**src/logic/lucc_pkg.sv**
```systemverilog
// Constants, register map and field layout of the line unit channel control bank
package lucc_pkg;

  // ****************************************************************
  // Geometry
  // ****************************************************************
  localparam int unsigned NUM_CH       = 14;
  localparam int unsigned REG_W        = 8;
  localparam int unsigned DATA_W       = 32;
  localparam int unsigned ADDR_W       = 32;

  // ****************************************************************
  // Register indices (byte address = 4 * index)
  // ****************************************************************
  localparam logic [1:0] IDX_PATTERN_TYPE = 2'h0;
  localparam logic [1:0] IDX_TERM_JITTER  = 2'h1;
  localparam logic [1:0] IDX_TEST_POWER   = 2'h2;
  localparam logic [1:0] IDX_LOOPCODE     = 2'h3;
  localparam logic [7:0] IDX_TX_STATUS    = 8'hF0;

  // Address slicing of the word index
  localparam int unsigned ADDR_IDX_LO  = 2;
  localparam int unsigned ADDR_IDX_HI  = 9;
  localparam int unsigned ADDR_REG_LO  = 2;
  localparam int unsigned ADDR_REG_HI  = 3;
  localparam int unsigned ADDR_PAD_LO  = 4;
  localparam int unsigned ADDR_PAD_HI  = 5;
  localparam int unsigned ADDR_CH_LO   = 6;
  localparam int unsigned ADDR_CH_HI   = 9;
  localparam int unsigned ADDR_TOP_LO  = 10;

  // ****************************************************************
  // Reset values and writable masks
  // ****************************************************************
  localparam logic [7:0] CFG_RESET         = 8'h00;
  localparam logic [7:0] MASK_PATTERN_TYPE = 8'h80;
  localparam logic [7:0] MASK_TERM_JITTER  = 8'hFF;
  localparam logic [7:0] MASK_TEST_POWER   = 8'hFF;
  localparam logic [7:0] MASK_LOOPCODE     = 8'hFE;

  // ****************************************************************
  // Field positions
  // ****************************************************************
  localparam int unsigned B_PATTERN_TYPE = 7;

  localparam int unsigned B_RX_TERM      = 7;
  localparam int unsigned B_TX_TERM      = 6;
  localparam int unsigned B_IMPED_HI     = 5;
  localparam int unsigned B_IMPED_LO     = 4;
  localparam int unsigned B_RX_JA        = 3;
  localparam int unsigned B_TX_JA        = 2;
  localparam int unsigned B_JA_BW        = 1;
  localparam int unsigned B_FIFO_DEPTH   = 0;

  localparam int unsigned B_PAT_INVERT   = 7;
  localparam int unsigned B_TEST_HI      = 6;
  localparam int unsigned B_TEST_LO      = 4;
  localparam int unsigned B_TX_POWER     = 3;
  localparam int unsigned B_LOOP_HI      = 2;
  localparam int unsigned B_LOOP_LO      = 0;

  localparam int unsigned B_DETECT_HI    = 7;
  localparam int unsigned B_DETECT_LO    = 6;
  localparam int unsigned B_CODING       = 5;
  localparam int unsigned B_RES_HI       = 4;
  localparam int unsigned B_RES_LO       = 3;
  localparam int unsigned B_INS_VIOL     = 2;
  localparam int unsigned B_INS_ERR      = 1;

  localparam int unsigned B_STAT_PIN     = 16;

  // ****************************************************************
  // Field encodings
  // ****************************************************************
  // Effective jitter bandwidth
  localparam logic [1:0] JBW_10HZ  = 2'h0;
  localparam logic [1:0] JBW_1P5HZ = 2'h1;
  localparam logic [1:0] JBW_3HZ   = 2'h2;

  // Effective line code
  localparam logic [1:0] LCODE_HDB3 = 2'h0;
  localparam logic [1:0] LCODE_B8ZS = 2'h1;
  localparam logic [1:0] LCODE_AMI  = 2'h2;
  localparam logic [1:0] LCODE_DUAL = 2'h3;

  // Attenuator FIFO depth in bits; delay is half the depth
  localparam int unsigned FIFO_SHALLOW = 32;
  localparam int unsigned FIFO_DEEP    = 64;
  localparam logic [5:0]  DLY_SHALLOW  = 6'(FIFO_SHALLOW / 2);
  localparam logic [5:0]  DLY_DEEP     = 6'(FIFO_DEEP / 2);

  // AHB-Lite
  localparam logic [1:0] HTRANS_NONSEQ = 2'h2;
  localparam logic [1:0] HTRANS_SEQ    = 2'h3;
  localparam logic       HRESP_OKAY    = 1'h0;

endpackage

```
**src/logic/lucc_regs.sv**
```systemverilog
// Per-channel control register bank of the line unit, AHB-Lite slave
// Behaviour
// - Receive termination bit: 0 high impedance, 1 internal termination; reset high impedance.
// - Transmit termination bit: 0 high impedance, 1 internal termination; reset high impedance.
// - Two-bit impedance field: 100, 110, 75, 120 ohm for coding_select 0..3.
// - Receive jitter attenuator enabled when its bit is 1, off by default.
// - Transmit jitter attenuator enabled when its bit is 1, off by default.
// - E1: bandwidth bit picks 10 Hz or 1.5 Hz; T1 fixed at 3 Hz.
// - FIFO depth bit picks 32 or 64 bits; delay is half the depth.
// - Pattern invert bit sends the quasi-random pattern with inverted polarity.
// - Test field: 0xx none, 100 quasi-random, 101 ones, 110 loop-up, 111 loop-down.
// - Transmitter powered only when its bit and the global power pin are high.
// - Loopback field: 0xx none, 100 dual, 101 analog, 110 remote, 111 digital.
// - Loop code detect: off, loop-up, loop-down, automatic for coding_select 0..3.
// - Single rail only: coding bit 0 gives HDB3 or B8ZS, 1 gives AMI.
// - Resistor field declares external resistor: none, 240, 210, 150 ohm.
// - Each rising transition of violation bit inserts one bipolar violation.
// - Each rising transition of error bit inserts one bit error.
// - Insert bits are sampled on rising edges of the transmit clock.
// - Per-channel pattern type bit: 0 quasi-random, 1 pseudo-random.
`timescale 1ns/1ps

module lucc_regs #(
  parameter int unsigned NUM_CH = lucc_pkg::NUM_CH
) (
  input  wire logic                          hclk,
  input  wire logic                          hresetn,
  input  wire logic                          hsel,
  input  wire logic [lucc_pkg::ADDR_W-1:0]   haddr,
  input  wire logic [1:0]                    htrans,
  input  wire logic                          hwrite,
  input  wire logic [2:0]                    hsize,
  input  wire logic [lucc_pkg::DATA_W-1:0]   hwdata,
  input  wire logic                          hready,
  output logic      [lucc_pkg::DATA_W-1:0]   hrdata,
  output logic                               hreadyout,
  output logic                               hresp,
  input  wire logic                          tx_power_pin,
  input  wire logic                          tx_clock,
  input  wire logic [NUM_CH-1:0]             e1_mode,
  input  wire logic [NUM_CH-1:0]             single_rail,
  output logic      [NUM_CH-1:0]             rx_term_select,
  output logic      [NUM_CH-1:0]             tx_term_select,
  output logic      [2*NUM_CH-1:0]           line_impedance_select,
  output logic      [NUM_CH-1:0]             rx_jitter_atten_enable,
  output logic      [NUM_CH-1:0]             tx_jitter_atten_enable,
  output logic      [2*NUM_CH-1:0]           jitter_bw_code,
  output logic      [NUM_CH-1:0]             fifo_depth_select,
  output logic      [6*NUM_CH-1:0]           ja_fifo_delay,
  output logic      [NUM_CH-1:0]             pattern_invert,
  output logic      [3*NUM_CH-1:0]           tx_test_pattern_select,
  output logic      [NUM_CH-1:0]             pattern_type_select,
  output logic      [NUM_CH-1:0]             tx_power_enable,
  output logic      [3*NUM_CH-1:0]           loopback_select,
  output logic      [2*NUM_CH-1:0]           loop_code_detect_select,
  output logic      [2*NUM_CH-1:0]           line_code,
  output logic      [2*NUM_CH-1:0]           rx_resistor_select,
  output logic      [NUM_CH-1:0]             insert_violation_pulse,
  output logic      [NUM_CH-1:0]             insert_bit_error_pulse
);
  import lucc_pkg::*;

  // ****************************************************************
  // Address decode
  // ****************************************************************
  // Returns {hit, channel[3:0], register[1:0]}
  function automatic logic [6:0] decode(input logic [ADDR_W-1:0] a);
    logic       hit;
    logic [3:0] ch;
    hit = (a[ADDR_W-1:ADDR_TOP_LO] == '0) && (a[ADDR_PAD_HI:ADDR_PAD_LO] == 2'h0);
    ch  = a[ADDR_CH_HI:ADDR_CH_LO];
    hit = hit && (32'(ch) < NUM_CH);
    return {hit, ch, a[ADDR_REG_HI:ADDR_REG_LO]};
  endfunction

  function automatic logic is_status(input logic [ADDR_W-1:0] a);
    return (a[ADDR_W-1:ADDR_TOP_LO] == '0) && (a[ADDR_IDX_HI:ADDR_IDX_LO] == IDX_TX_STATUS);
  endfunction

  // ****************************************************************
  // AHB-Lite transfer tracking
  // ****************************************************************
  logic              addr_phase;
  logic [ADDR_W-1:0] addr_ff;
  logic              wr_pend_ff;
  logic              rd_pend_ff;
  logic              hreadyout_ff;
  logic [DATA_W-1:0] hrdata_ff;
  logic              hresp_ff;
  logic [6:0]        dec;
  logic              wr_go;

  assign addr_phase = hsel && hready && ((htrans == HTRANS_NONSEQ) || (htrans == HTRANS_SEQ));
  assign dec        = decode(addr_ff);
  assign wr_go      = wr_pend_ff && dec[6];

  always_ff @(posedge hclk or negedge hresetn) begin
    if (!hresetn) begin
      addr_ff    <= '0;
      wr_pend_ff <= 1'b0;
    end else begin
      wr_pend_ff <= addr_phase && hwrite;
      if (addr_phase) begin
        addr_ff <= haddr;
      end
    end
  end

  // Reads take one wait state so a write just ahead is always seen
  always_ff @(posedge hclk or negedge hresetn) begin
    if (!hresetn) begin
      rd_pend_ff   <= 1'b0;
      hreadyout_ff <= 1'b1;
    end else begin
      rd_pend_ff   <= addr_phase && !hwrite;
      hreadyout_ff <= !(addr_phase && !hwrite);
    end
  end

  always_ff @(posedge hclk or negedge hresetn) begin
    if (!hresetn) begin
      hresp_ff <= HRESP_OKAY;
    end else begin
      hresp_ff <= HRESP_OKAY;
    end
  end

  // ****************************************************************
  // Channel storage
  // ****************************************************************
  logic [REG_W-1:0] pat_ff [NUM_CH];
  logic [REG_W-1:0] tjc_ff [NUM_CH];
  logic [REG_W-1:0] tpl_ff [NUM_CH];
  logic [REG_W-1:0] lci_ff [NUM_CH];

  genvar gc;
  generate
    for (gc = 0; gc < NUM_CH; gc++) begin : g_store
      logic sel;
      assign sel = wr_go && (dec[5:2] == 4'(gc));

      always_ff @(posedge hclk or negedge hresetn) begin
        if (!hresetn) begin
          pat_ff[gc] <= CFG_RESET;
        end else if (sel && (dec[1:0] == IDX_PATTERN_TYPE)) begin
          pat_ff[gc] <= hwdata[REG_W-1:0] & MASK_PATTERN_TYPE;
        end
      end

      always_ff @(posedge hclk or negedge hresetn) begin
        if (!hresetn) begin
          tjc_ff[gc] <= CFG_RESET;
        end else if (sel && (dec[1:0] == IDX_TERM_JITTER)) begin
          tjc_ff[gc] <= hwdata[REG_W-1:0] & MASK_TERM_JITTER;
        end
      end

      always_ff @(posedge hclk or negedge hresetn) begin
        if (!hresetn) begin
          tpl_ff[gc] <= CFG_RESET;
        end else if (sel && (dec[1:0] == IDX_TEST_POWER)) begin
          tpl_ff[gc] <= hwdata[REG_W-1:0] & MASK_TEST_POWER;
        end
      end

      // Unused low bit stays zero
      always_ff @(posedge hclk or negedge hresetn) begin
        if (!hresetn) begin
          lci_ff[gc] <= CFG_RESET;
        end else if (sel && (dec[1:0] == IDX_LOOPCODE)) begin
          lci_ff[gc] <= hwdata[REG_W-1:0] & MASK_LOOPCODE;
        end
      end

      // Plain configuration fields straight from storage
      assign rx_term_select[gc]         = tjc_ff[gc][B_RX_TERM];
      assign tx_term_select[gc]         = tjc_ff[gc][B_TX_TERM];
      assign line_impedance_select[2*gc +: 2] =
        tjc_ff[gc][B_IMPED_HI:B_IMPED_LO];
      assign rx_jitter_atten_enable[gc] = tjc_ff[gc][B_RX_JA];
      assign tx_jitter_atten_enable[gc] = tjc_ff[gc][B_TX_JA];
      assign fifo_depth_select[gc]      = tjc_ff[gc][B_FIFO_DEPTH];
      assign pattern_invert[gc]         = tpl_ff[gc][B_PAT_INVERT];
      assign tx_test_pattern_select[3*gc +: 3] =
        tpl_ff[gc][B_TEST_HI:B_TEST_LO];
      assign pattern_type_select[gc]    = pat_ff[gc][B_PATTERN_TYPE];
      assign loopback_select[3*gc +: 3] = tpl_ff[gc][B_LOOP_HI:B_LOOP_LO];
      assign loop_code_detect_select[2*gc +: 2] =
        lci_ff[gc][B_DETECT_HI:B_DETECT_LO];
      assign rx_resistor_select[2*gc +: 2] = lci_ff[gc][B_RES_HI:B_RES_LO];
    end
  endgenerate

  // ****************************************************************
  // Pin synchronisers
  // ****************************************************************
  // Three stages; a level is taken only when stages two and three agree
  logic pin_s1_ff;
  logic pin_s2_ff;
  logic pin_s3_ff;
  logic pin_lvl_ff;
  logic tck_s1_ff;
  logic tck_s2_ff;
  logic tck_s3_ff;
  logic tck_lvl_ff;
  logic tck_rise;

  always_ff @(posedge hclk or negedge hresetn) begin
    if (!hresetn) begin
      pin_s1_ff  <= 1'b0;
      pin_s2_ff  <= 1'b0;
      pin_s3_ff  <= 1'b0;
      pin_lvl_ff <= 1'b0;
    end else begin
      pin_s1_ff <= tx_power_pin;
      pin_s2_ff <= pin_s1_ff;
      pin_s3_ff <= pin_s2_ff;
      if (pin_s2_ff == pin_s3_ff) begin
        pin_lvl_ff <= pin_s3_ff;
      end
    end
  end

  always_ff @(posedge hclk or negedge hresetn) begin
    if (!hresetn) begin
      tck_s1_ff  <= 1'b0;
      tck_s2_ff  <= 1'b0;
      tck_s3_ff  <= 1'b0;
      tck_lvl_ff <= 1'b0;
    end else begin
      tck_s1_ff <= tx_clock;
      tck_s2_ff <= tck_s1_ff;
      tck_s3_ff <= tck_s2_ff;
      if (tck_s2_ff == tck_s3_ff) begin
        tck_lvl_ff <= tck_s3_ff;
      end
    end
  end

  // Transmit clock must be well below half of hclk to be seen
  assign tck_rise = tck_s2_ff && tck_s3_ff && !tck_lvl_ff;

  // ****************************************************************
  // Derived per-channel outputs
  // ****************************************************************
  logic [NUM_CH-1:0]   pwr_ff;
  logic [2*NUM_CH-1:0] jbw_ff;
  logic [6*NUM_CH-1:0] dly_ff;
  logic [2*NUM_CH-1:0] lcode_ff;
  logic [NUM_CH-1:0]   viol_smp_ff;
  logic [NUM_CH-1:0]   err_smp_ff;
  logic [NUM_CH-1:0]   viol_pls_ff;
  logic [NUM_CH-1:0]   err_pls_ff;

  generate
    for (gc = 0; gc < NUM_CH; gc++) begin : g_derive
      // A low pin forces every transmitter off
      always_ff @(posedge hclk or negedge hresetn) begin
        if (!hresetn) begin
          pwr_ff[gc] <= 1'b0;
        end else begin
          pwr_ff[gc] <= tpl_ff[gc][B_TX_POWER] && pin_lvl_ff;
        end
      end

      always_ff @(posedge hclk or negedge hresetn) begin
        if (!hresetn) begin
          jbw_ff[2*gc +: 2] <= JBW_10HZ;
        end else if (!e1_mode[gc]) begin
          jbw_ff[2*gc +: 2] <= JBW_3HZ;
        end else begin
          jbw_ff[2*gc +: 2] <= tjc_ff[gc][B_JA_BW] ? JBW_1P5HZ : JBW_10HZ;
        end
      end

      always_ff @(posedge hclk or negedge hresetn) begin
        if (!hresetn) begin
          dly_ff[6*gc +: 6] <= DLY_SHALLOW;
        end else begin
          dly_ff[6*gc +: 6] <= tjc_ff[gc][B_FIFO_DEPTH] ? DLY_DEEP : DLY_SHALLOW;
        end
      end

      // Coding bit has no effect on a dual rail channel
      always_ff @(posedge hclk or negedge hresetn) begin
        if (!hresetn) begin
          lcode_ff[2*gc +: 2] <= LCODE_DUAL;
        end else if (!single_rail[gc]) begin
          lcode_ff[2*gc +: 2] <= LCODE_DUAL;
        end else if (lci_ff[gc][B_CODING]) begin
          lcode_ff[2*gc +: 2] <= LCODE_AMI;
        end else begin
          lcode_ff[2*gc +: 2] <= e1_mode[gc] ? LCODE_HDB3 : LCODE_B8ZS;
        end
      end

      // Insert bits sampled only on transmit clock edges; a 1 already
      // held gives no new insertion until a 0 has been sampled
      always_ff @(posedge hclk or negedge hresetn) begin
        if (!hresetn) begin
          viol_smp_ff[gc] <= 1'b0;
          err_smp_ff[gc]  <= 1'b0;
          viol_pls_ff[gc] <= 1'b0;
          err_pls_ff[gc]  <= 1'b0;
        end else if (tck_rise) begin
          viol_smp_ff[gc] <= lci_ff[gc][B_INS_VIOL];
          err_smp_ff[gc]  <= lci_ff[gc][B_INS_ERR];
          viol_pls_ff[gc] <= lci_ff[gc][B_INS_VIOL] && !viol_smp_ff[gc];
          err_pls_ff[gc]  <= lci_ff[gc][B_INS_ERR] && !err_smp_ff[gc];
        end else begin
          viol_pls_ff[gc] <= 1'b0;
          err_pls_ff[gc]  <= 1'b0;
        end
      end
    end
  endgenerate

  // ****************************************************************
  // Read path
  // ****************************************************************
  logic [DATA_W-1:0] rd_word;

  always_comb begin
    rd_word = '0;
    if (is_status(addr_ff)) begin
      rd_word[NUM_CH-1:0]  = pwr_ff;
      rd_word[B_STAT_PIN]  = pin_lvl_ff;
    end else if (dec[6]) begin
      case (dec[1:0])
        IDX_PATTERN_TYPE: rd_word[REG_W-1:0] = pat_ff[dec[5:2]];
        IDX_TERM_JITTER:  rd_word[REG_W-1:0] = tjc_ff[dec[5:2]];
        IDX_TEST_POWER:   rd_word[REG_W-1:0] = tpl_ff[dec[5:2]];
        IDX_LOOPCODE:     rd_word[REG_W-1:0] = lci_ff[dec[5:2]];
        default:          rd_word = '0;
      endcase
    end
  end

  always_ff @(posedge hclk or negedge hresetn) begin
    if (!hresetn) begin
      hrdata_ff <= '0;
    end else if (rd_pend_ff) begin
      hrdata_ff <= rd_word;
    end
  end

  // ****************************************************************
  // Outputs
  // ****************************************************************
  assign hrdata                 = hrdata_ff;
  assign hreadyout              = hreadyout_ff;
  assign hresp                  = hresp_ff;
  assign tx_power_enable        = pwr_ff;
  assign jitter_bw_code         = jbw_ff;
  assign ja_fifo_delay          = dly_ff;
  assign line_code              = lcode_ff;
  assign insert_violation_pulse = viol_pls_ff;
  assign insert_bit_error_pulse = err_pls_ff;

endmodule // lucc_regs

```
**config.mk**
```make
export PLATFORM = sky130hd
export DESIGN_NAME = lucc_regs
export DESIGN_NICKNAME = d
export VERILOG_FILES = /design/src/logic/lucc_pkg.sv /design/src/logic/lucc_regs.sv
export SDC_FILE = /design/constraint.sdc
export NUM_CORES = 1
export LEC_CHECK = 0
export ABC_AREA = 1
export BUFFER_PORTS_ARGS = -buffer_cell sky130_fd_sc_hd__buf_2
export CAP_MARGIN = 0
export CORE_MARGIN = 10
export CORE_UTILIZATION = 45
export DETAILED_ROUTE_END_ITERATION = 10
export GPL_TIMING_DRIVEN = 0
export PLACE_DENSITY = 0.74
export SLEW_MARGIN = 20
export SYNTH_ARGS = -nofsm -noshare
export SYNTH_HDL_FRONTEND = slang
export SYNTH_SLANG_ARGS = --single-unit
```
**constraint.sdc**
```tcl
create_clock -name hclk -period 2.35 [get_ports hclk]
set_clock_uncertainty 0.05 [all_clocks]
set_input_delay 0.3525 -clock hclk [delete_from_list [all_inputs] [get_ports hclk]]
set_output_delay 0.3525 -clock hclk [all_outputs]
set_load 0.02 [all_outputs]
```
==> metrics, run 1 <==
Die H=256 um; Synth Area in Compound Gates=9.38%; leak pwr=16.9 nW; Net Switching=0.00727 W; worst min-delay path category=input port to flop; most frequent cell after synthesis=nand2_1; worst r2r path cells=13; VDD IR max=0.559 mV; Highest Clock Rate=420 MHz; Synth Area in Adders=0.0897%; Comb pwr share=17.5%; CTS tree=built; Die Area=65600 um2; Crit. Startpoint=addr_ff[7]$_DFFE_PN0P_; most numerous cell on the critical path=nand2_1; PortBufs=481; Sink Count=546; vias in the first global route=22256; total power=0.0246 W; Max Root-Sink Buffers=3; final WL=101000 um; power share of the clock group=42.0%; Tcrit/Tclk final=101%; Cell Area, Synth=25100 um2; RSZ-0062 raised after global routing=yes; Yosys cell types=34; Reg power frac=40.5%; outcome=finished with violations; Critical-path top delay cell=dfrtp_2; predominant post-synthesis flop cell=dfrtp_1; DR WL/cell=23.0 um; critical path endpoint category=flop; dominant delay contributor by cell family on the critical path=simple AND/OR/NAND/NOR gates; critical path fanouts, max=10; detail-routed via count per cell=5.20; setup ws final=-0.0282 ns; Cell Chain, Critical Path=buf_8 -> inv_4 -> nand2_8 -> clkinvlp_4 -> clkbuf_4 -> nand2_1 -> nand4_1 -> nand2_1 -> nand2_1 -> o21ai_2 -> nand3_2 -> nand2_1 -> a21oi_1; Net Sw Frac=29.6%; DRT iter0 DRCs=2579; Yosys reg bits=546; GPL Wtd Cong=1.08; Max-slew headroom=40.3%; Tmin final=2.38 ns; commonest cells in the synthesized netlist=nand2_1 (1055), dfrtp_1 (503), buf_4 (326); Max Cap Violations=0; worst hold slack=0.174 ns; CTS Buf Count=58; clk root buf=clkbuf_16; Syn. warnings=0; Core Box Area=55200 um2; worst hold start=hwdata[3]; share of post-route cells with drive strength above 1=33.4%; initial antenna violation count=1; largest area contributor in the netlist=dfrtp_1; Syn Inst Count=2897; P&R area growth vs syn=31.6%; xor/xnor cell area share of the yosys netlist=0%; CP peak stage delay=0.45 ns; Syn Area/Cell=8.67 um2; Final Hold Vio Count=0; ANT nets after route=0; fin nets=3708; FP Rows=86; largest net degree at the start of global routing=97; htree depth=2; Die Wd=256 um; total gr overflow=0; Final Setup Violations=4; Post-synth EDFFs=0; critical path depth=13; CP Data Arrival Time=2.84 ns; TritonRoute pass-1 iters=6; multiplexer share of the synthesized area=1.21%; Setup TNS=-0.0419 ns; reg2reg setup slack=-0.03 ns; crit start category=flop; Critical Path RT=2.81 ns; Worst R2R End=hrdata[4]$_DFFE_PN0P_; Setup CP Type=flop to flop; share of the synthesized area in the top cell type=50.1%; Vias=22888; dominant cells by area after synthesis=dfrtp_1 (50%), nand2_1 (16%), buf_4 (9.7%), o21ai_0 (6.1%), dfstp_2 (4.5%); failing checks=setup timing; hpwl dp=75200 um; Initial Util=45.5%; Clock transition at path regs=0.07 ns; Power Dens Cells=744 nW/um2; largest family of logic cells by synthesized area=simple AND/OR/NAND/NOR gates; first-pass GRT wire length=146000 um; worst r2r src=addr_ff[7]$_DFFE_PN0P_; Worst Path Buf+Inv=4; worst-margin pin slew=0.896 ns; Post-synth ARST share=100%; Top Ports=586; register area share after synthesis=54.6%; Worst-Skew Late Latency=0.64 ns; simple-gate share of the synthesized area=20.3%; GRT Total Usage=29.6%; Max Slew Vio Count=0; Worst Setup EP=hrdata[4]$_DFFE_PN0P_; DR DRC count=0; Int Pwr=0.0173 W
==> worst reg2reg max path: cells and delay by family (launching register included) <==
kind | cells | cell delay, ns
DFF | 1 | 0.45
buffers and inverters | 4 | 0.69
AOI/OAI and AO/OA | 2 | 0.32
and+or+nand+nor | 7 | 0.76
==> logic make-up (layout without fill, tap and decap cells) <==
group | after synthesis | count (layout)
AO/OA/AOI/OAI | 464 | 464
adder cells (fa/ha/maj) | 2 | 2
buffers and inverters | 597 | 1280
flip-flops | 546 | 546
AND/OR/NAND/NOR | 1260 | 1260
multiplexers | 27 | 27
other | 1 | 75
==> sequential cells by signal, indices dropped and copies added, names as in the netlist, 15 cells and up <==
register and count:
lci_ff 42, loopback_select 42, tx_test_pattern_select 42, addr_ff 30, ja_fifo_delay 28, jitter_bw_code 28, line_code 28, line_impedance_select 28
loop_code_detect_select 28, rx_resistor_select 28, hrdata 15
==> layer usage <==
layer / track usage [%] / routed length [um]
met1: 37.2 / 38100
met2: 47.0 / 47000
met3: 7.76 / 10500
met4: 14.3 / 5360
met5: 0 / 0
==> layout by cell type, fill, tap and decap left out, drive strengths merged, types with 2 or more instances in the layout <==
cell         synthesis  layout
or2                  2       2
a31oi                8       8
conb                 1      74
nand3               89      89
dlygate4sd3          0      62
nand4               10      10
a21oi               32      32
nor2                98      98
nand2             1058    1058
clkinvlp             0       6
nor3                 2       2
a22oi                7       7
inv                121     122
clkbuf             104     169
dfrtp              503     503
clkinv               3      13
buf                369     897
mux2                27      27
dfstp               43      43
bufinv               0      11
o21ai              416     416
==> metrics by stage <==
stage | instances | worst slack, ns | util, % | area [um2]
final | 4402 | -0.0282 | 59.9 | 33000
after global routing | 4401 | -0.0868 | 59.9 | 33000
after CTS | 4381 | 0.00287 | 58.5 | 32300
after detailed placement | 4205 | -0.981 | 52.3 | 28900
after global placement | 4199 | -10.48 | 52.0 | 28700
after floorplan | 2970 | 0.380 | - | 25400
==> power groups by stage <==
stage	Clock, W	Sequential, W	Combinational, W
detailed placement	0	0.0101	0.00377
CTS	0.0104	0.00995	0.00405
global placement	0	0.0101	0.00370
floorplan	0	0.0102	0.00198
finish	0.0103	0.00996	0.00431
global route	0.0108	0.00999	0.00459
==> what timing repair did <==
action                                  in CTS  in global routing
gates resized for setup                    190                169
gates cloned                                 0                  9
hold endpoints to repair                   155                  0
pin swaps                                    3                 10
hold buffers                                62                  0
setup buffers                                6                 15
endpoints found under the setup margin     348                317
==> how the worst min path moves through the flow <==
stage	endpoint	slack, ns	depth (start not counted)
finish	rx_resistor_select[14]$_DFFE_PN0P_	0.17	3
global route	rx_resistor_select[14]$_DFFE_PN0P_	0.16	3
CTS	lci_ff[42]$_DFFE_PN0P_	0.14	3
detailed placement	jitter_bw_code[15]$_DFF_PN0_	0.29	1
global placement	tck_s2_ff$_DFF_PN0_	0.29	0
floorplan	addr_ff[10]$_DFFE_PN0P_	0.007	0
==> cell type report <==
class / count / area [um2]
buffer: 467 / 3520
timing repair buffer: 579 / 3570
clock inverter: 28 / 458
tap: 748 / 936
clock buffer: 82 / 1720
antenna: 1 / 2.50
inverter: 124 / 489
fill: 4815 / 22200
multi-input combinational: 1827 / 8620
sequential: 546 / 13700
(Power assumes the default switching activity.)
==> inputs of run 2 (changes only) <==
--- a/config.mk
+++ b/config.mk
@@ -6,13 +6,15 @@
 export NUM_CORES = 1
 export LEC_CHECK = 0
 export ABC_AREA = 1
-export BUFFER_PORTS_ARGS = -buffer_cell sky130_fd_sc_hd__buf_2
+export BUFFER_PORTS_ARGS = -buffer_cell sky130_fd_sc_hd__buf_4
 export CAP_MARGIN = 0
 export CORE_MARGIN = 10
 export CORE_UTILIZATION = 45
 export DETAILED_ROUTE_END_ITERATION = 10
+export GPL_ROUTABILITY_DRIVEN = 1
 export GPL_TIMING_DRIVEN = 0
 export PLACE_DENSITY = 0.74
+export SETUP_SLACK_MARGIN = 0.1
 export SLEW_MARGIN = 20
 export SYNTH_ARGS = -nofsm -noshare
 export SYNTH_HDL_FRONTEND = slang
==> metrics, run 2 (synthesis results as in run 1) <==
outcome=finished with violations; failing checks=setup timing; worst min-delay path category=input port to flop; detail-routed via count per cell=5.25 (+1.1%); most common cell after layout, fill and taps aside=nand2_1; GPL Wtd Cong=1.02 (-5.6%); CTS tree=built; DRT iter0 DRCs=2530 (-1.9%); P&R area growth vs syn=41.8%; Setup TNS=-0.0246 ns (+0.0174 ns); share of post-route cells with drive strength above 1=38.2% (+4.7 points); GRT Total Usage=30.0% (+0.37 points); hpwl dp=75900 um (+0.90%); worst-margin pin slew=0.941 ns (+0.0449 ns); Top Ports=586 (unchanged); Max Cap Violations=0 (unchanged); final WL=104000 um (+3.2%); Power Dens Cells=686 nW/um2 (-7.8%); TritonRoute pass-1 iters=5 (-1); final cell utilization of the core=64.5% (+4.6 points); Die Area=65600 um2 (unchanged); Setup CP Type=flop to flop; Max Slew Vio Count=0 (unchanged); DR WL/cell=23.3 um (+1.7%); worst hold slack=0.175 ns (+0.000872 ns); clk root buf=clkbuf_16; initial antenna violation count=1 (unchanged); CP Data Arrival Time=2.85 ns (about the same); Register Area=13700 um2 (unchanged); diodes inserted=0 (-1); power share of the clock group=40.4% (-1.6 points); Tcrit/Tclk final=100% (-0.80 points); Reg power frac=40.8% (+0.3 points); vias in the first global route=22652 (+1.8%); Worst-Skew Late Latency=0.64 ns (about the same); worst r2r src=addr_ff[3]$_DFFE_PN0P_; Die Wd=256 um (unchanged); leak pwr=18.1 nW (+6.8%); first-pass GRT wire length=148000 um (+1.2%); Clock transition at path regs=0.06 ns (about the same); htree depth=2 (unchanged); CTS Buf Count=58 (unchanged); Die H=256 um (unchanged); Final Hold Vio Count=0 (unchanged); setup ws final=-0.00938 ns (+0.0189 ns); worst hold start=hwdata[5]; Fill cells=4452 (-7.5%); critical path endpoint category=flop; RSZ-0062 raised after global routing=yes; VDD IR max=0.612 mV (+9.6%); FP Rows=86 (unchanged); total power=0.0244 W (-0.73%); Core Box Area=55200 um2 (unchanged); Max Root-Sink Buffers=3 (unchanged); Tmin final=2.36 ns (-0.0189 ns); Highest Clock Rate=424 MHz (+0.80%); Vias=23489 (+2.6%); Crit. Startpoint=addr_ff[3]$_DFFE_PN0P_; Net Switching=0.00734 W (+1.0%); PortBufs=481 (unchanged); final instance area=35600 um2 (+7.7%); Initial Util=45.5% (unchanged); total gr overflow=0 (unchanged); fin nets=3777 (+1.9%); Comb pwr share=18.8% (+1.3 points); Placed Area=30100 um2 (+4.2%); Net Sw Frac=30.1% (+0.52 points); commonest non-fill, non-tap cells in the layout=nand2_1 (971), buf_4 (848), dfrtp_1 (500); Int Pwr=0.0171 W (-1.5%); DR DRC count=0 (unchanged); Max-slew headroom=37.3% (-3.0 points); ANT nets after route=0 (unchanged); Critical Path RT=2.84 ns (+0.03 ns); Final Setup Violations=3 (-1); Sink Count=546 (unchanged); crit start category=flop; combined area of the multi-input logic cells=9130 um2 (+6.0%); largest net degree at the start of global routing=96 (-1.0%); critical path fanouts, max=10 (unchanged)
==> run 2: cell types whose count changed in the layout (fill, tap and decap cells not counted), sizes merged <==
cell | previous run | this run
inv | 122 | 123
clkbuf | 169 | 182
dlygate4sd3 | 62 | 63
clkinvlp | 6 | 1
diode | 1 | 0
clkdlybuf4s15 | 0 | 1
buf | 897 | 959
bufinv | 11 | 7
==> run 2: through the flow <==
step                      setup slack, ns  instances
after global placement              -5.03       4199
final                            -0.00938       4470
after CTS                          0.0203       4413
after detailed placement            -1.04       4205
after floorplan                     0.380       2970
after global routing               -0.131       4470
==> run 2: final timing paths <==
check | cells after the start | slack (ns) | to
worst max-delay path | 6 | -0.009 | loopback_select[28]$_DFFE_PN0P_
worst min-delay path | 3 | 0.17 | lci_ff[61]$_DFFE_PN0P_
worst max register to register | 6 | -0.009 | loopback_select[28]$_DFFE_PN0P_
worst min register to register | 0 | 0.33 | pin_s2_ff$_DFF_PN0_
max in group asynchronous | 4 | 0.77 | ja_fifo_delay[58]$_DFF_PN1_
min in group asynchronous | 2 | 0.19 | jitter_bw_code[14]$_DFF_PN0_
==> run 2: area by class of cell <==
class                      count  share of cell area [%]
timing repair buffer         643                    15.5
multi-input combinational   1827                    25.7
buffer                       472                    10.5
clock inverter                20                   0.858
sequential                   546                    38.5
clock buffer                  90                    4.92
inverter                     124                    1.40
tap                          748                    2.63
==> run 2: timing repair <==
action | 4_1_cts | 5_1_grt
hold buffers | 63 | 0
setup endpoints to repair | 349 | 360
hold endpoints to repair | 148 | 0
resized for setup | 256 | 477
pin swaps | 7 | 17
cloned | 12 | 17
setup buffers | 24 | 40
==> run 2: metal layers <==
layer | part of all wire (%) | vias up | track usage (%)
met4 | 5.3 | 2 | 14.3
li1 | - | 10394 | -
met5 | 0.0077 | - | 0
met3 | 10 | 308 | 8.18
met1 | 37 | 11400 | 36.9
met2 | 47 | 1385 | 48.3
==> run 2: worst max-delay path, stage by stage (launching register included) <==
cell and delay, ns:
dfrtp_1 0.56, nand2_1 0.14, inv_1 0.15, clkdlybuf4s15_2 0.62
nand3_2 0.35, buf_6 0.24, o21ai_0 0.16
==> run 2: power by group through the flow <==
stage	Sequential, W	Clock [W]	Combinational [W]
3_5_place_dp	0.0101	0	0.00388
3_3_place_gp	0.0101	0	0.00380
2_1_floorplan	0.0102	0	0.00198
6_report	0.00996	0.00986	0.00458
4_1_cts	0.00996	0.00993	0.00428
5_1_grt	0.0100	0.0103	0.00485
